`src/design/scan_timing_cfg.svh`:
```
// register map, field positions, reset values and timing constants
`ifndef SCAN_TIMING_CFG_SVH
`define SCAN_TIMING_CFG_SVH

// ********************************
// register offsets
// ********************************
`define OFF_CONTROL        12'h000
`define OFF_STATUS         12'h004
`define OFF_LINE_RECORD    12'h008
`define OFF_OPEN_LOW       12'h00C
`define OFF_OPEN_HIGH      12'h010
`define OFF_GHOST_LINES    12'h014

// ********************************
// control field positions
// ********************************
`define CTL_RANGE_LSB      0
`define CTL_MULT_LSB       2
`define CTL_LSWT_LSB       6
`define CTL_READBACK_BIT   10
`define CTL_GHOST_BIT      11
`define CTL_RED_LSB        12
`define CTL_GREEN_LSB      16
`define CTL_BLUE_LSB       20

// ********************************
// reset values
// ********************************
`define RST_RANGE          2'h0
`define RST_MULT           4'h3
`define RST_LSWT           4'h0
`define RST_THRESH         4'h8

// ********************************
// clock range limits and line switch timing, in MHz and grayscale clocks, and the ghost slot count
// ********************************
`define GS_MIN_MHZ         40
`define GS_MAX_MHZ         160
`define GS_HALF_LIMIT_MHZ  80
`define LSWT_BASE_CLKS     45
`define LSWT_STEP_CLKS     30
`define GHOST_SLOTS        3

`endif

```
`src/design/scan_timing_pkg.sv`:
```
// types shared by the scan timing and open fault unit
package scan_timing_pkg;
	typedef enum logic [2:0] {PWM_RUN, GAP_T0, GAP_T1, GAP_T2, GAP_T3} phase_type;

	typedef struct packed {
		logic        used;
		logic [3:0]  line;
		logic [47:0] mask;
	} ghost_slot_type;

	typedef struct packed {
		logic [1:0]     range_sel;
		logic [3:0]     mult;
		logic [3:0]     lswt;
		logic           readback_en;
		logic           ghost_en;
		logic [3:0]     thr_red;
		logic [3:0]     thr_green;
		logic [3:0]     thr_blue;
		phase_type      phase;
		logic [9:0]     count;
		logic [3:0]     line;
		logic [47:0]    seg_open;
		logic [47:0]    open_data;
		logic [15:0]    line_record;
		ghost_slot_type [2:0] slots;
		logic [4:0]     sync1;
		logic [4:0]     sync2;
		logic [47:0]    cmp1;
		logic [47:0]    cmp2;
		logic           hot_off;
		logic           ref_off;
		logic [47:0]    chan_on;
		logic [15:0]    line_on;
		logic           pre_dis;
		logic [31:0]    rdata;
		logic           slverr;
		logic [47:0]    on_seen1;
		logic [47:0]    on_seen2;
		logic           half_div;
		logic           pwm_on;
	} unit_state_type;
endpackage

```
`src/design/scan_timing_open_fault_unit.sv`:
```
// scan line timing, thermal and reference protection, open LED detection and removal
//
// Summary of operation
// (RL1) grayscale clock setting comes from range and multiplier fields, 40 to 160 MHz
// (RL2) at or below 80 MHz the half divider select is 1
// (RL3) above 80 MHz the half divider select is 0
// (RL4) transition starts with T0 then T1 before the current line turns off
// (RL5) T2 runs from current line off until next line on
// (RL6) T3 runs until next PWM; four intervals sum to the transition time
// (RL7) a four-bit line switch time code sets the total transition time
// (RL8) code 0 gives 45 clocks, code 1 gives 60, each step after code 1 adds 30
// (RL9) outputs off above 170 C, back on once below 155 C
// (RL10) outputs off while reference pin low, back on only once it reads high
// (RL11) per channel open flag is 1 when output exceeds its colour threshold
// (RL12) open comparator results count only while that channel is switched on
// (RL13) lines with open LEDs are recorded; flags latch at each segment end
// (RL14) host enables fault readback before reading open LED data
// (RL15) host waits one sub-period between second and third readback commands
// (RL16) with ghost removal on, open channels stay off on their recorded line
// (RL17) suppression lasts until reset or ghost removal is turned off
// (RL18) only the first three faulty lines are suppressed
// (RL19) entering initialization resets all configuration registers
// (RL20) suppressed positions kept as line and channel mask pairs, cleared on reset
//
// The APB register port and the register addresses are this design's own decisions.
`timescale 1ns/1ps
`include "scan_timing_cfg.svh"

module scan_timing_open_fault_unit #(
	parameter int SCLK_MHZ      = 20,
	parameter int SEG_PWM_CLKS  = 256,
	parameter int LINES         = 16
) (
	input  wire logic        pclk,
	input  wire logic        presetn,
	input  wire logic        psel,
	input  wire logic        penable,
	input  wire logic        pwrite,
	input  wire logic [11:0] paddr,
	input  wire logic [31:0] pwdata,
	output logic             pready,
	output logic      [31:0] prdata,
	output logic             pslverr,
	input  wire logic        temp_above_hot,
	input  wire logic        temp_below_cool,
	input  wire logic        ref_pin_low,
	input  wire logic        ref_pin_high,
	input  wire logic        init_request,
	input  wire logic [47:0] open_load_detect,
	output logic       [1:0] clock_range_select,
	output logic       [3:0] clock_multiply_factor,
	output logic             half_divider_select,
	output logic       [3:0] red_open_threshold,
	output logic       [3:0] green_open_threshold,
	output logic       [3:0] blue_open_threshold,
	output logic      [47:0] channel_output,
	output logic      [15:0] line_enable,
	output logic             pre_discharge,
	output logic             pwm_window
);
	import scan_timing_pkg::*;

	// half divider state after reset follows the reset range and multiplier
	localparam int   RST_MHZ  = (SCLK_MHZ * (int'(`RST_MULT) + 1)) >> int'(`RST_RANGE);
	localparam logic RST_HALF = (RST_MHZ <= `GS_HALF_LIMIT_MHZ) ? 1'b1 : 1'b0;

	// ********************************
	// helpers
	// ********************************
	function automatic logic [7:0] gs_mhz(input logic [1:0] rs, input logic [3:0] m);
		int f;
		f = (SCLK_MHZ * (int'(m) + 1)) >> rs;
		if (f < `GS_MIN_MHZ) f = `GS_MIN_MHZ;
		if (f > `GS_MAX_MHZ) f = `GS_MAX_MHZ;
		return 8'(f); // [RL1]
	endfunction

	function automatic logic [9:0] tsw_clks(input logic [3:0] code);
		if (code == 4'h0) return 10'(`LSWT_BASE_CLKS); // [RL8]
		return 10'(`LSWT_STEP_CLKS * (int'(code) + 1)); // [RL8]
	endfunction

	function automatic logic [9:0] gap_len(input logic [3:0] code, input phase_type ph);
		logic [9:0] t;
		logic [9:0] q;
		t = tsw_clks(code);
		q = t >> 2;
		// T3 takes the remainder so the four intervals always sum exactly
		if (ph == GAP_T3) return t - 10'(3) * q; // [RL6] [RL7]
		return q;
	endfunction

	function automatic logic slot_hit(input ghost_slot_type sl, input logic [3:0] ln);
		return sl.used && (sl.line == ln);
	endfunction

	function automatic logic [47:0] ones_mask(input logic [15:0] m, input logic [4:0] b);
		logic [47:0] r;
		r = 48'h0;
		for (int i = 0; i < 16; i++) begin
			r[i]      = m[i] ? 1'b1 : 1'b0;
			r[i + 16] = 1'b0;
		end
		return r << b;
	endfunction

	unit_state_type s_q;
	unit_state_type s_d;

	logic        hot;
	logic        cool;
	logic        rlow;
	logic        rhigh;
	logic        init_s;
	logic        blank;
	logic [47:0] suppress;
	logic [47:0] open_valid;
	logic        seg_end;
	logic        apb_setup;
	logic        apb_write;
	logic [3:0]  next_line;
	logic        matched;
	logic        placed;

	assign hot    = s_q.sync2[0];
	assign cool   = s_q.sync2[1];
	assign rlow   = s_q.sync2[2];
	assign rhigh  = s_q.sync2[3];
	assign init_s = s_q.sync2[4];

	assign pready               = 1'b1;
	assign prdata               = s_q.rdata;
	assign pslverr              = s_q.slverr;
	assign clock_range_select   = s_q.range_sel;
	assign clock_multiply_factor = s_q.mult;
	assign red_open_threshold   = s_q.thr_red;
	assign green_open_threshold = s_q.thr_green;
	assign blue_open_threshold  = s_q.thr_blue;
	assign channel_output       = s_q.chan_on;
	assign line_enable          = s_q.line_on;
	assign pre_discharge        = s_q.pre_dis;
	assign pwm_window           = s_q.pwm_on;
	assign half_divider_select  = s_q.half_div; // [RL2] [RL3]

	// ********************************
	// next state
	// ********************************
	always_comb begin
		s_d = s_q;
		apb_setup = psel && !penable;
		apb_write = psel && penable && pwrite;
		next_line = (32'(s_q.line) == LINES - 1) ? 4'h0 : s_q.line + 4'h1;
		seg_end   = 1'b0;
		matched   = 1'b0;
		placed    = 1'b0;

		// synchronisers: first stage feeds only the second
		s_d.sync1 = {init_request, ref_pin_high, ref_pin_low, temp_below_cool, temp_above_hot};
		s_d.sync2 = s_q.sync1;
		s_d.cmp1  = open_load_detect;
		s_d.cmp2  = s_q.cmp1;

		// hysteresis: enter on the hot or low side, leave only on the opposite comparator
		if (hot) begin
			s_d.hot_off = 1'b1; // [RL9]
		end else if (cool) begin
			s_d.hot_off = 1'b0; // [RL9]
		end
		if (rlow) begin
			s_d.ref_off = 1'b1; // [RL10]
		end else if (rhigh) begin
			s_d.ref_off = 1'b0; // [RL10]
		end

		// comparator results lag the pins by the synchroniser, so the drive state is
		// delayed to match; a channel just switched on still shows its off-state float
		s_d.on_seen1 = s_q.chan_on;
		s_d.on_seen2 = s_q.on_seen1;
		open_valid   = s_q.cmp2 & s_q.on_seen2 & s_q.chan_on; // [RL11] [RL12]

		// ********************************
		// scan sequence
		// ********************************
		s_d.count = s_q.count + 10'h1;
		case (s_q.phase)
			PWM_RUN: begin
				s_d.seg_open = s_q.seg_open | open_valid; // [RL13]
				if (32'(s_q.count) >= SEG_PWM_CLKS - 1) begin
					s_d.phase = GAP_T0; // [RL4]
					s_d.count = 10'h0;
					seg_end   = 1'b1;
				end
			end
			GAP_T0: begin
				if (s_q.count + 10'h1 >= gap_len(s_q.lswt, GAP_T0)) begin
					s_d.phase   = GAP_T1; // [RL4]
					s_d.count   = 10'h0;
					s_d.pre_dis = 1'b1;
				end
			end
			GAP_T1: begin
				if (s_q.count + 10'h1 >= gap_len(s_q.lswt, GAP_T1)) begin
					s_d.phase   = GAP_T2; // [RL5]
					s_d.count   = 10'h0;
					s_d.line_on = 16'h0;
				end
			end
			GAP_T2: begin
				if (s_q.count + 10'h1 >= gap_len(s_q.lswt, GAP_T2)) begin
					s_d.phase   = GAP_T3; // [RL6]
					s_d.count   = 10'h0;
					s_d.line    = next_line;
					s_d.line_on = 16'h1 << next_line;
				end
			end
			GAP_T3: begin
				if (s_q.count + 10'h1 >= gap_len(s_q.lswt, GAP_T3)) begin
					s_d.phase   = PWM_RUN; // [RL6]
					s_d.count   = 10'h0;
					s_d.pre_dis = 1'b0;
				end
			end
			default: begin
				s_d.phase = PWM_RUN;
				s_d.count = 10'h0;
			end
		endcase

		// ********************************
		// segment end: latch open data, record line, fill ghost slots
		// ********************************
		if (seg_end) begin
			s_d.open_data = s_q.seg_open | open_valid; // [RL13]
			s_d.seg_open  = 48'h0;
			if ((s_q.seg_open | open_valid) != 48'h0) begin
				s_d.line_record[s_q.line] = 1'b1; // [RL13]
				if (s_q.ghost_en) begin
					for (int i = 0; i < `GHOST_SLOTS; i++) begin
						if (slot_hit(s_q.slots[i], s_q.line)) begin
							s_d.slots[i].mask = s_q.slots[i].mask | s_q.seg_open | open_valid; // [RL20]
							matched = 1'b1;
						end
					end
					// a fourth faulty line finds no free slot and stays unsuppressed
					for (int i = 0; i < `GHOST_SLOTS; i++) begin
						if (!matched && !placed && !s_q.slots[i].used) begin
							s_d.slots[i].used = 1'b1; // [RL18]
							s_d.slots[i].line = s_q.line; // [RL20]
							s_d.slots[i].mask = s_q.seg_open | open_valid; // [RL20]
							placed = 1'b1;
						end
					end
				end
			end
		end
		if (!s_q.ghost_en) begin
			s_d.slots = '0; // [RL17]
		end

		// ********************************
		// channel drive
		// ********************************
		suppress = 48'h0;
		for (int i = 0; i < `GHOST_SLOTS; i++) begin
			if (s_q.ghost_en && slot_hit(s_q.slots[i], s_d.line)) begin
				suppress = suppress | s_q.slots[i].mask; // [RL16]
			end
		end
		blank = s_q.hot_off || s_q.ref_off; // [RL9] [RL10]
		s_d.chan_on = (s_d.phase == PWM_RUN && !blank) ? ~suppress : 48'h0; // [RL16]

		// ********************************
		// register bus
		// ********************************
		if (apb_setup) begin
			s_d.slverr = 1'b0;
			s_d.rdata  = 32'h0;
			case (paddr)
				`OFF_CONTROL: s_d.rdata = {8'h0, s_q.thr_blue, s_q.thr_green, s_q.thr_red,
					s_q.ghost_en, s_q.readback_en, s_q.lswt, s_q.mult, s_q.range_sel};
				`OFF_STATUS: s_d.rdata = {16'h0, gs_mhz(s_q.range_sel, s_q.mult),
					s_q.line, half_divider_select, s_q.ref_off, s_q.hot_off, 1'b0};
				`OFF_LINE_RECORD: s_d.rdata = {16'h0, s_q.line_record};
				// open data only shows once software has enabled readback
				`OFF_OPEN_LOW: s_d.rdata = s_q.readback_en ? s_q.open_data[31:0] : 32'h0;
				`OFF_OPEN_HIGH: s_d.rdata = s_q.readback_en ? {16'h0, s_q.open_data[47:32]} : 32'h0;
				`OFF_GHOST_LINES: s_d.rdata = {17'h0, s_q.slots[2].used, s_q.slots[2].line,
					s_q.slots[1].used, s_q.slots[1].line, s_q.slots[0].used, s_q.slots[0].line};
				default: s_d.slverr = 1'b1;
			endcase
		end
		if (apb_write && paddr == `OFF_CONTROL) begin
			s_d.range_sel   = pwdata[`CTL_RANGE_LSB +: 2]; // [RL1]
			s_d.mult        = pwdata[`CTL_MULT_LSB +: 4]; // [RL1]
			s_d.lswt        = pwdata[`CTL_LSWT_LSB +: 4]; // [RL7]
			s_d.readback_en = pwdata[`CTL_READBACK_BIT];
			s_d.ghost_en    = pwdata[`CTL_GHOST_BIT];
			s_d.thr_red     = pwdata[`CTL_RED_LSB +: 4]; // [RL11]
			s_d.thr_green   = pwdata[`CTL_GREEN_LSB +: 4]; // [RL11]
			s_d.thr_blue    = pwdata[`CTL_BLUE_LSB +: 4]; // [RL11]
		end

		// initialization wins over a write in the same cycle
		if (init_s) begin
			s_d.range_sel   = `RST_RANGE; // [RL19]
			s_d.mult        = `RST_MULT;
			s_d.lswt        = `RST_LSWT;
			s_d.readback_en = 1'b0;
			s_d.ghost_en    = 1'b0;
			s_d.thr_red     = `RST_THRESH;
			s_d.thr_green   = `RST_THRESH;
			s_d.thr_blue    = `RST_THRESH;
			s_d.slots       = '0; // [RL20]
			s_d.line_record = 16'h0;
		end

		// data outputs leave from flip-flops: decode the next state here
		s_d.pwm_on   = (s_d.phase == PWM_RUN);
		s_d.half_div = (gs_mhz(s_d.range_sel, s_d.mult) <= 8'(`GS_HALF_LIMIT_MHZ)); // [RL2] [RL3]
	end

	// ********************************
	// state register
	// ********************************
	always_ff @(posedge pclk or negedge presetn) begin
		if (!presetn) begin
			s_q           <= '0;
			s_q.range_sel <= `RST_RANGE;
			s_q.mult      <= `RST_MULT;
			s_q.lswt      <= `RST_LSWT;
			s_q.thr_red   <= `RST_THRESH;
			s_q.thr_green <= `RST_THRESH;
			s_q.thr_blue  <= `RST_THRESH;
			s_q.phase     <= PWM_RUN;
			s_q.line_on   <= 16'h0001;
			s_q.slots     <= '0; // [RL20]
			s_q.pwm_on    <= 1'b1;
			s_q.half_div  <= RST_HALF;
		end else begin
			s_q <= s_d;
		end
	end
endmodule

```
`config.mk`:
```
export PLATFORM = sky130hd
export DESIGN_NAME = scan_timing_open_fault_unit
export DESIGN_NICKNAME = d
export VERILOG_FILES = /design/src/design/scan_timing_pkg.sv /design/src/design/scan_timing_open_fault_unit.sv
export VERILOG_INCLUDE_DIRS = /design/src /design/src/design
export SDC_FILE = /design/constraint.sdc
export NUM_CORES = 1
export LEC_CHECK = 0
export BUFFER_PORTS_ARGS = -buffer_cell sky130_fd_sc_hd__buf_2
export CAP_MARGIN = 30
export CORE_UTILIZATION = 60
export CTS_CLUSTER_SIZE = 10
export DETAILED_ROUTE_END_ITERATION = 16
export PLACE_DENSITY = 0.8
export SETUP_SLACK_MARGIN = 0.1
export SLEW_MARGIN = 5
export SYNTH_ARGS = -nofsm -noshare
export SYNTH_HDL_FRONTEND = slang
export SYNTH_SLANG_ARGS = --single-unit
```
`constraint.sdc`:
```
create_clock -name pclk -period 11.5 [get_ports pclk]
set_input_delay 1.15 -clock pclk [delete_from_list [all_inputs] [get_ports pclk]]
set_output_delay 1.15 -clock pclk [all_outputs]
set_load 0.02 [all_outputs]
```
=== Word level (Yosys, flattened, before mapping) ===
Cells that the tools add are included.

* Memories: 0
* Word-level logic and storage cells: 237
* Bits in read-only memories: 0
* Bits in writable memories: 0
* Bits in latches: 0
* Output and inout bits: 119
* Input bits: 102
* Register bits after elaboration: 616

* Add/sub/neg operators: 6
* $lt $le $gt $ge: 12
* $mul: 4
* Multiplexer cells: 81
* Equal/unequal tests: 28
* Bitwise gates (word level): 13
* Shift operators: 3
* Div/mod/pow operators: 0
* Reduce and logical (&&, ||, !) cells: 52

{| class="wikitable"
|+ Operator list
! operator !! number
|-
| 48-bit bitwise OR || 9
|-
| 48-bit two-way mux || 8
|-
| 175-bit two-way mux || 2
|-
| 159-bit two-way mux || 2
|-
| 271-bit two-way mux || 1
|-
| 32-bit case mux with 6 select lines || 1
|-
| 32-bit two-way mux || 5
|-
| 53-bit two-way mux || 3
|-
| 10-bit two-way mux || 11
|-
| 48-bit bitwise AND || 2
|-
| 13-bit case mux with 5 select lines || 1
|-
| 32-bit by 9-bit > comparator with 1-bit output (second input constant) || 2
|-
| 32-bit by 7-bit < comparator with 1-bit output (second input constant) || 2
|-
| 10-bit by 2-bit >> shifter with 32-bit output || 2
|-
| 13-bit two-way mux || 4
|-
| 16-bit two-way mux || 3
|-
| 24-bit two-way mux || 2
|-
| 48-bit NOT || 1
|-
| 48-bit nonzero test || 1
|-
| 16-bit case mux with 2 select lines || 1
|-
| 10-bit by 8-bit >= comparator with 1-bit output || 3
|-
| 1-bit two-way mux || 30
|-
| 12-bit by 4-bit equality test with 1-bit output (second input constant) || 2
|-
| 12-bit by 5-bit equality test with 1-bit output (second input constant) || 2
|-
| 38 further kinds || 99
|}

=== Logic depth before layout (Yosys ltp) ===
Gate-level depths: netlist of run 1.

* Depth after elaboration: 30
* Mapped depth: 27
* Mapped depth without buffers: 25

=== Worst setup path before layout of run 1 ===
No wires, ideal clock.

* Kind: register -> register
* Start: register s_q[606] in the netlist's numbering
* End: register s_q, in the netlist channel_output[27]
* Path buffers: 2
* Clock period less this slack: 6.029 ns
* Slack: 5.471 ns
* Arrival time: 5.879 ns
* Setup time: 0.150 ns
* Cell stages (with the launch flop): 26
* Required time: 11.350 ns
* Path through: dfrtp_1 ha_1 xor2_1 ha_1 xnor2_1 fa_1 inv_1 ha_1 nor2b_1 o21ai_0 nand2b_1 xor2_1 nand2_1 fa_1 ha_1 nor3_1 a211o_1 o21ai_0 xor2_1 ha_1 a21oi_1 o2111ai_1 nand2_1 clkbuf_1 clkbuf_1 a211oi_2

{| class="wikitable"
|+ RTL lines
! what !! line !! source
|-
| start: declaration || scan_timing_open_fault_unit.sv:107 || <nowiki>unit_state_type s_q;</nowiki>
|}

==> results of run 1 <==
[layer usage]
layer	global-route usage (%)	up-vias
met5	0	-
met4	9.78	0
met3	4.39	110
met2	48.7	789
met1	41.8	9032
li1	-	7949
[sequential cells by signal (all words and copies together) (netlist names)]
| register | cells |
|---|---|
| cool | 1 |
| prdata | 32 |
| line_enable | 16 |
| pre_discharge | 1 |
| s_d | 101 |
| pslverr | 1 |
| red_open_threshold | 4 |
| green_open_threshold | 4 |
| rlow | 1 |
| s_q | 392 |
| clock_range_select | 2 |
| blue_open_threshold | 4 |
| channel_output | 48 |
| init_s | 1 |
| half_divider_select | 1 |
| pwm_window | 1 |
| clock_multiply_factor | 4 |
| rhigh | 1 |
| hot | 1 |
[power groups by stage]
stage / registers, mW / logic (mW) / clock network (mW)
detailed placement: 2.32 / 0.231 / 0
floorplan: 2.31 / 0.102 / 0
CTS: 2.29 / 0.234 / 2.06
global route: 2.29 / 0.257 / 2.16
global placement: 2.32 / 0.222 / 0
finish: 2.29 / 0.236 / 2.04
[layout make-up]
class / count / area share (%)
Clock buffer: 94 / 6.86
Clock inverter: 8 / 0.417
Inverter: 46 / 0.612
Multi-Input combinational cell: 1359 / 29.8
Sequential cell: 616 / 54.6
Tap cell: 532 / 2.36
Timing Repair Buffer: 253 / 5.30
[logic make-up (layout without fill, tap and decap cells)]
group | Yosys count | in the layout
AO/OA/AOI/OAI | 695 | 695
flip-flops | 616 | 616
AND/OR/NAND/NOR | 517 | 517
buffers and inverters | 284 | 401
adder cells (fa/ha/maj) | 75 | 75
XOR/XNOR | 60 | 60
multiplexers | 11 | 11
other | 1 | 1
[how the worst max path moves through the flow]
stage	start	to	slack, ps	depth (start not counted)
6_report	s_q[606]$_DFFE_PN0P_	channel_output[12]$_DFF_PN0_	4900	24
3_3_place_gp	s_q[606]$_DFFE_PN0P_	channel_output[11]$_DFF_PN0_	5010	24
5_1_grt	s_q[606]$_DFFE_PN0P_	channel_output[24]$_DFF_PN0_	4480	24
3_5_place_dp	s_q[606]$_DFFE_PN0P_	channel_output[9]$_DFF_PN0_	4940	25
2_1_floorplan	s_q[606]$_DFFE_PN0P_	channel_output[27]$_DFF_PN0_	5470	25
4_1_cts	s_q[606]$_DFFE_PN0P_	channel_output[26]$_DFF_PN0_	4890	25
[through the flow]
step / worst slack, ps / std cells / instance area, um2
2_1_floorplan: 5470 / 2259 / 25300
4_1_cts: 4890 / 2904 / 28100
5_1_grt: 4480 / 2908 / 28200
6_report: 4900 / 2908 / 28200
3_3_place_gp: 5010 / 2800 / 26000
3_5_place_dp: 4940 / 2802 / 26100
[critical path, stage by stage (launching register included)]
cell,delay [ps]
dfrtp_1,460
ha_1,260
xor2_1,400
ha_1,340
xnor2_1,150
fa_1,500
inv_1,50
ha_1,320
nor2b_1,140
o21ai_0,160
nand2b_1,110
xor2_1,190
nand2_1,130
fa_1,480
ha_1,350
nor3_1,70
a211o_1,290
o21ai_0,210
xor2_1,180
ha_1,260
a21oi_1,220
o2111ai_1,240
nand2_2,130
buf_4,580
a211oi_1,140
[cell usage in the layout (no fill, tap or decap), drive strengths merged, types with 3 or more instances in the layout]
| master | instances |
|---|---|
| a222oi | 7 |
| a22oi | 26 |
| nand3 | 25 |
| dfrtp | 608 |
| nor2b | 11 |
| a22o | 82 |
| or3 | 5 |
| o22a | 5 |
| nor4 | 10 |
| mux2i | 10 |
| o21ai | 305 |
| o211ai | 5 |
| nand2 | 328 |
| clkinv | 5 |
| o2111ai | 3 |
| and2 | 12 |
| inv | 48 |
| o21a | 3 |
| a21o | 15 |
| xor2 | 26 |
| a211oi | 52 |
| nand2b | 9 |
| nor2 | 61 |
| clkbuf | 94 |
| nor3 | 17 |
| o31ai | 18 |
| dfstp | 8 |
| xnor2 | 34 |
| a31oi | 59 |
| fa | 10 |
| buf | 253 |
| a21oi | 97 |
| ha | 65 |
| and3 | 10 |
| nand4 | 16 |
| nor4b | 3 |
==> results.yml, run 1 <==
yosys:
  synth_xor_xnor_area_share_pct: 2.08
  ys_ff_latch: 616
  synth_top_family_by_area: "compound AO/OA/AOI/OAI gates"
  muxShareOfSynthArea_pct: 0.484
  syn_avg_cell_area_um2: 11.2
  yosysTopAreaCell: "dfrtp_1"
  netlist.area_leader.share_pct: 60.1
  syn_inst: 2259
  synth_area_leaders: "dfrtp_1 60%, o21ai_0 6.0%, nand2_1 4.9%"
  synth.yosys.seq_area_share_pct: 60.9
  synth_edf_count: 0
  async_flop_share_pct: 100
  synth_nets: 2436
  synth_compound_area_share_pct: 17.4
  synth_area_um2: 25300
  yosys.area_share.adder_pct: 4.00
  synthSimpleGateAreaFrac_pct: 8.99
  yosys_warnings: 0
  synth_cell_types: 68
  synth_common_cells: "608 x dfrtp_1, 328 x nand2_1, 304 x o21ai_0"
  synth_ff_type: "dfrtp_1"
  synth.most_common_cell: "dfrtp_1"
clock_network:
  cts_tree: "done"
  cts.path.max_buffers: 3
  clk_pin_slew_ps: 60
  cts_made_buffers: 72
  clk_latency_ps: 600
  cts-htree-levels: 3
  hold_buffers: 0
  cts_root_buf: "clkbuf_16"
  post_cts_buffers: 0
  cts-resized-gates: 0
  clock-sinks: 616
timing:
  rsz0062_at_grt: "false"
  fin_crit_sh_pct: 57.4
  tightestPinTransition_ps: 993
  finClkSkew_ps: 23.0
  finalHoldWorstSlack_ps: 337
  tns_ps: 0
  fmax_ghz: 0.151
  post-route-min-period_ps: 6600
  slew_violations: 0
  setup-violations-final: 0
  max_slew_margin_pct: 33.5
  hold_viol_final: 0
worst_setup_path:
  reg2reg_setup_slack_ps: 4900
  r2r_cells: 24
  critPathCaptureType: "flip-flop"
  critPathMaxFanout: 48
  arrival_ps: 7040
  start_kind: "flip-flop"
  r2r-start: "s_q[606]$_DFFE_PN0P_"
  crit_type: "reg -> reg"
  regToRegEndpoint: "channel_output[12]$_DFF_PN0_"
  worst_ep_required_time_ps: 11940
route:
  drc: 0
  top_layer_used: "met4"
  drt_iter0_drc: 1885
  met2WireLength_um: 30600
  via_count: 17880
  routedWlPerCell_um: 21.6
  met3_length_um: 4130
  met1_length_um: 26800
  ant_nets: 0
  routed_via_density: 6.15
  route.final.wire_length_um: 62900
  firstDrtPassIters: 5
power_and_ir_drop:
  finalPower_mw: 4.56
  peakVddDrop_mv: 0.138
  power_switching_mw: 1.06
  clockPowerShare_pct: 44.7
  power_leakage_nw: 13.3
  p_comb_share_pct: 5.2
  switching_share_pct: 23.2
  power_density_nw_per_um2: 162
  seqPwrFrac_pct: 50.2
  p_int_mw: 3.51
die:
  core_area_um2: 41200
  start_util_pct: 61.4
  dieArea_um2: 43000
  ios: 221
  rows: 74
  die_h_um: 207
  die_x_um: 207
placed_design:
  gp_congestion: 0.902
  dp_hpwl_um: 39900
  io_buffers: 211
hold_path:
  min_to: "s_q[37]$_DFF_PN0_"
  hold_depth: 0
  holdCritStartpoint: "s_d[37]$_DFF_PN0_"
  hp-class: "reg -> reg"
status:
  outcome: "finished clean"
final_layout:
  regArea_um2: 15400
  antenna-diode-count: 0
  multi_input_area_um2: 8420
  drive_gt1_share_pct: 16.4
  nets: 2525
  area_delta_synth_final_pct: 11.5
  post-route-util_pct: 68.5
  nFillCells: 2904
grt:
  antenna_found_initial: 0
  grt_pass1_vias: 18075
  grt_pass1_wl_um: 101000
  grt_max_degree: 187
  grt_use_total_pct: 29.9
  overflow: 0
job:
  timing.max_cap.violations: 0
(Power assumes the default switching activity.)
==> run 2: changes to the inputs <==
--- a/config.mk
+++ b/config.mk
@@ -6,6 +6,7 @@
 export SDC_FILE = /design/constraint.sdc
 export NUM_CORES = 1
 export LEC_CHECK = 0
+export ABC_AREA = 1
 export BUFFER_PORTS_ARGS = -buffer_cell sky130_fd_sc_hd__buf_2
 export CAP_MARGIN = 30
 export CORE_UTILIZATION = 60
==> constraint.sdc (replaced) <==
create_clock -name pclk -period 6.6 [get_ports pclk]
set_input_delay 0.66 -clock pclk [delete_from_list [all_inputs] [get_ports pclk]]
set_output_delay 0.66 -clock pclk [all_outputs]
set_load 0.02 [all_outputs]
==> run 2 against run 1 <==
  * Total power is 75% higher
  * Clock power rose by 74%
  * Wire length is 17% higher
  * Sequential power grew 73%
  * Critical path type unchanged
  * Critical endpoint is now channel_output[25]$_DFF_PN0_
  * Largest power group unchanged
==> results.yml, run 2 <==
route:
  via_count: 21232
  ant_nets: 0
  drc: 0
  firstDrtPassIters: 6
  route.final.wire_length_um: 73200
  routedWlPerCell_um: 20.2
  drt_iter0_drc: 2237
  routed_via_density: 5.86
clock_network:
  cts_tree: "done"
  cts_root_buf: "clkbuf_16"
  hold_buffers: 0
  cts_made_buffers: 73
  clk_latency_ps: 610
  clock-sinks: 616
  cts.path.max_buffers: 3
  clk_pin_slew_ps: 50
  cts-htree-levels: 3
placed_design:
  io_buffers: 211
  dp_hpwl_um: 46400
  gp_congestion: 0.987
  dp_slack_ps: 208
  dp_cells: 3520
  dpl_cell_area_um2: 27800
yosys:
  yosys_warnings: 0
  synth_common_cells: "637 x nand2_1, 608 x dfrtp_1, 358 x nand3_1"
  async_flop_share_pct: 100
  synth_cell_types: 54
  synth_edf_count: 0
  netlist.area_leader.share_pct: 56.1
  synth.most_common_cell: "nand2_1"
  synth_area_leaders: "dfrtp_1 56%, nand2_1 8.8%, nand3_1 6.6%"
  yosysTopAreaCell: "dfrtp_1"
  synth.yosys.seq_area_share_pct: 56.9
  syn_inst: 2917
  synth_area_um2: 27100
  ys_ff_latch: 616
  synth_nets: 3094
  syn_avg_cell_area_um2: 9.29
  synth_ff_type: "dfrtp_1"
timing:
  post-route-min-period_ps: 6140
  slew_violations: 0
  fmax_ghz: 0.163
  rsz0062_at_grt: "false"
  max_slew_margin_pct: 31.1
  tns_ps: 0
  fin_crit_sh_pct: 93.0
  setup-violations-final: 0
  tightestPinTransition_ps: 1030
  hold_viol_final: 0
  finClkSkew_ps: 24.0
  fin_ws_ps: 465
worst_setup_path:
  crit_slowest_cell: "fa_1"
  critPathMaxFanout: 24
  cp_num_buf_inv: 7
  critPathCaptureType: "flip-flop"
  crit_type: "reg -> reg"
  cpPeakStageDelay_ps: 510
  start_kind: "flip-flop"
  arrival_ps: 6630
  cp_top_family: "adder cells"
  worst_ep_required_time_ps: 7100
grt:
  grt_use_total_pct: 32.3
  grt_pass1_wl_um: 116000
  met3_usage_pct: 6.33
  use_met1_pct: 45.0
  antenna_found_initial: 1
  top_usage_layer: "met2"
  grt_pass1_vias: 21336
  overflow: 0
  grt_max_degree: 153
  met2_usage_pct: 50.1
die:
  rows: 77
  start_util_pct: 61.0
  core_area_um2: 44400
  die_x_um: 215
  die_h_um: 215
  dieArea_um2: 46000
  ios: 221
power_and_ir_drop:
  power_density_nw_per_um2: 266
  peakVddDrop_mv: 0.218
  power_leakage_nw: 15.2
final_layout:
  top_register: "s_q"
  multi_input_area_um2: 8990
  drive_gt1_share_pct: 13.2
  largest_reg_flops: 392
  antenna-diode-count: 0
  area_delta_synth_final_pct: 10.6
  nFillCells: 3364
  stdcell_count: 3623
  regArea_um2: 15400
  layout_commonest_cell: "nand2_1"
  fin_area_um2: 30000
  post-route-util_pct: 67.5
  nets: 3186
  mostFrequentLayoutCells: "635 x nand2_1, 607 x dfrtp_1, 356 x nand3_1"
hold_path:
  hp-class: "in -> async"
status:
  outcome: "finished clean"
job:
  timing.max_cap.violations: 0
## run 2: cell count changes after synthesis, moves of 53 or more
| cell | delta |
|---|---|
| o22ai_1 | +73 |
| nand3_1 | +333 |
| a31oi_1 | -57 |
| inv_1 | +297 |
| nor2_1 | +69 |
| clkbuf_1 | -53 |
| nand2_1 | +309 |
| a22o_1 | -71 |
| o21ai_0 | -134 |
## run 2: worst paths after layout
path / from / endpoint / cells past startpoint / slack [ps]
worst min register to register: s_d[39]$_DFF_PN0_ / s_q[39]$_DFF_PN0_ / 0 / 330
max in group asynchronous: presetn / s_d[224]$_DFF_PN0_ / 3 / 4660
min in group pclk: open_load_detect[36] / s_d[234]$_DFF_PN0_ / 1 / 160
worst min-delay path: presetn / channel_output[40]$_DFF_PN0_ / 1 / 70
worst max-delay path: s_q[606]$_DFFE_PN0P_ / channel_output[25]$_DFF_PN0_ / 36 / 460
worst max register to register: s_q[606]$_DFFE_PN0P_ / channel_output[25]$_DFF_PN0_ / 36 / 460
## run 2: logic make-up (layout without fill, tap and decap cells)
logic type,Yosys count,count (layout),share of synthesized area [%]
other cells,1,1,0.0138
simple gates,1217,1217,19.5
xor+xnor,30,30,0.970
compound gates,393,393,8.54
fa+ha+maj,75,75,3.74
buf+inv,585,699,10.3
flops,616,616,56.9
## run 2: timing repair
action / in CTS / in global routing
gates resized for setup: 0 / 11
hold endpoints to repair: 0 / 0
endpoints found under the setup margin: 0 / 56
buffers inserted: 0 / 4
## run 2: final cells by class
cell class	instances	area share, %
Timing Repair Buffer	249	4.84
Tap cell	592	2.47
Multi-Input combinational cell	1716	30.0
Sequential cell	616	51.5
Inverter	353	4.43
Clock inverter	7	0.263
Clock buffer	90	6.48
## run 2: per-stage QoR
stage                     power (mW)  hold WS (ps)
final                           7.96          66.6
after global routing            8.22           146
after CTS                       8.00           110
after detailed placement        4.47           335
after global placement          4.44           331
after floorplan                 4.25           331
## run 2: power breakdown
part           switching, mW  internal (mW)  total [mW]
Sequential            0.0548           3.91        3.97
Clock                   1.46           2.08        3.54
Combinational          0.344          0.109       0.452
Total                   1.86           6.11        7.96
## run 2: metal layers
| layer | wire length, um | share of wire, % | vias up |
|---|---|---|---|
| met1 | 30700 | 42 | 10398 |
| met4 | 2350 | 3.2 | 0 |
| li1 | - | - | 9512 |
| met3 | 6540 | 8.9 | 202 |
| met2 | 33600 | 46 | 1120 |
| met5 | 0 | 0 | - |
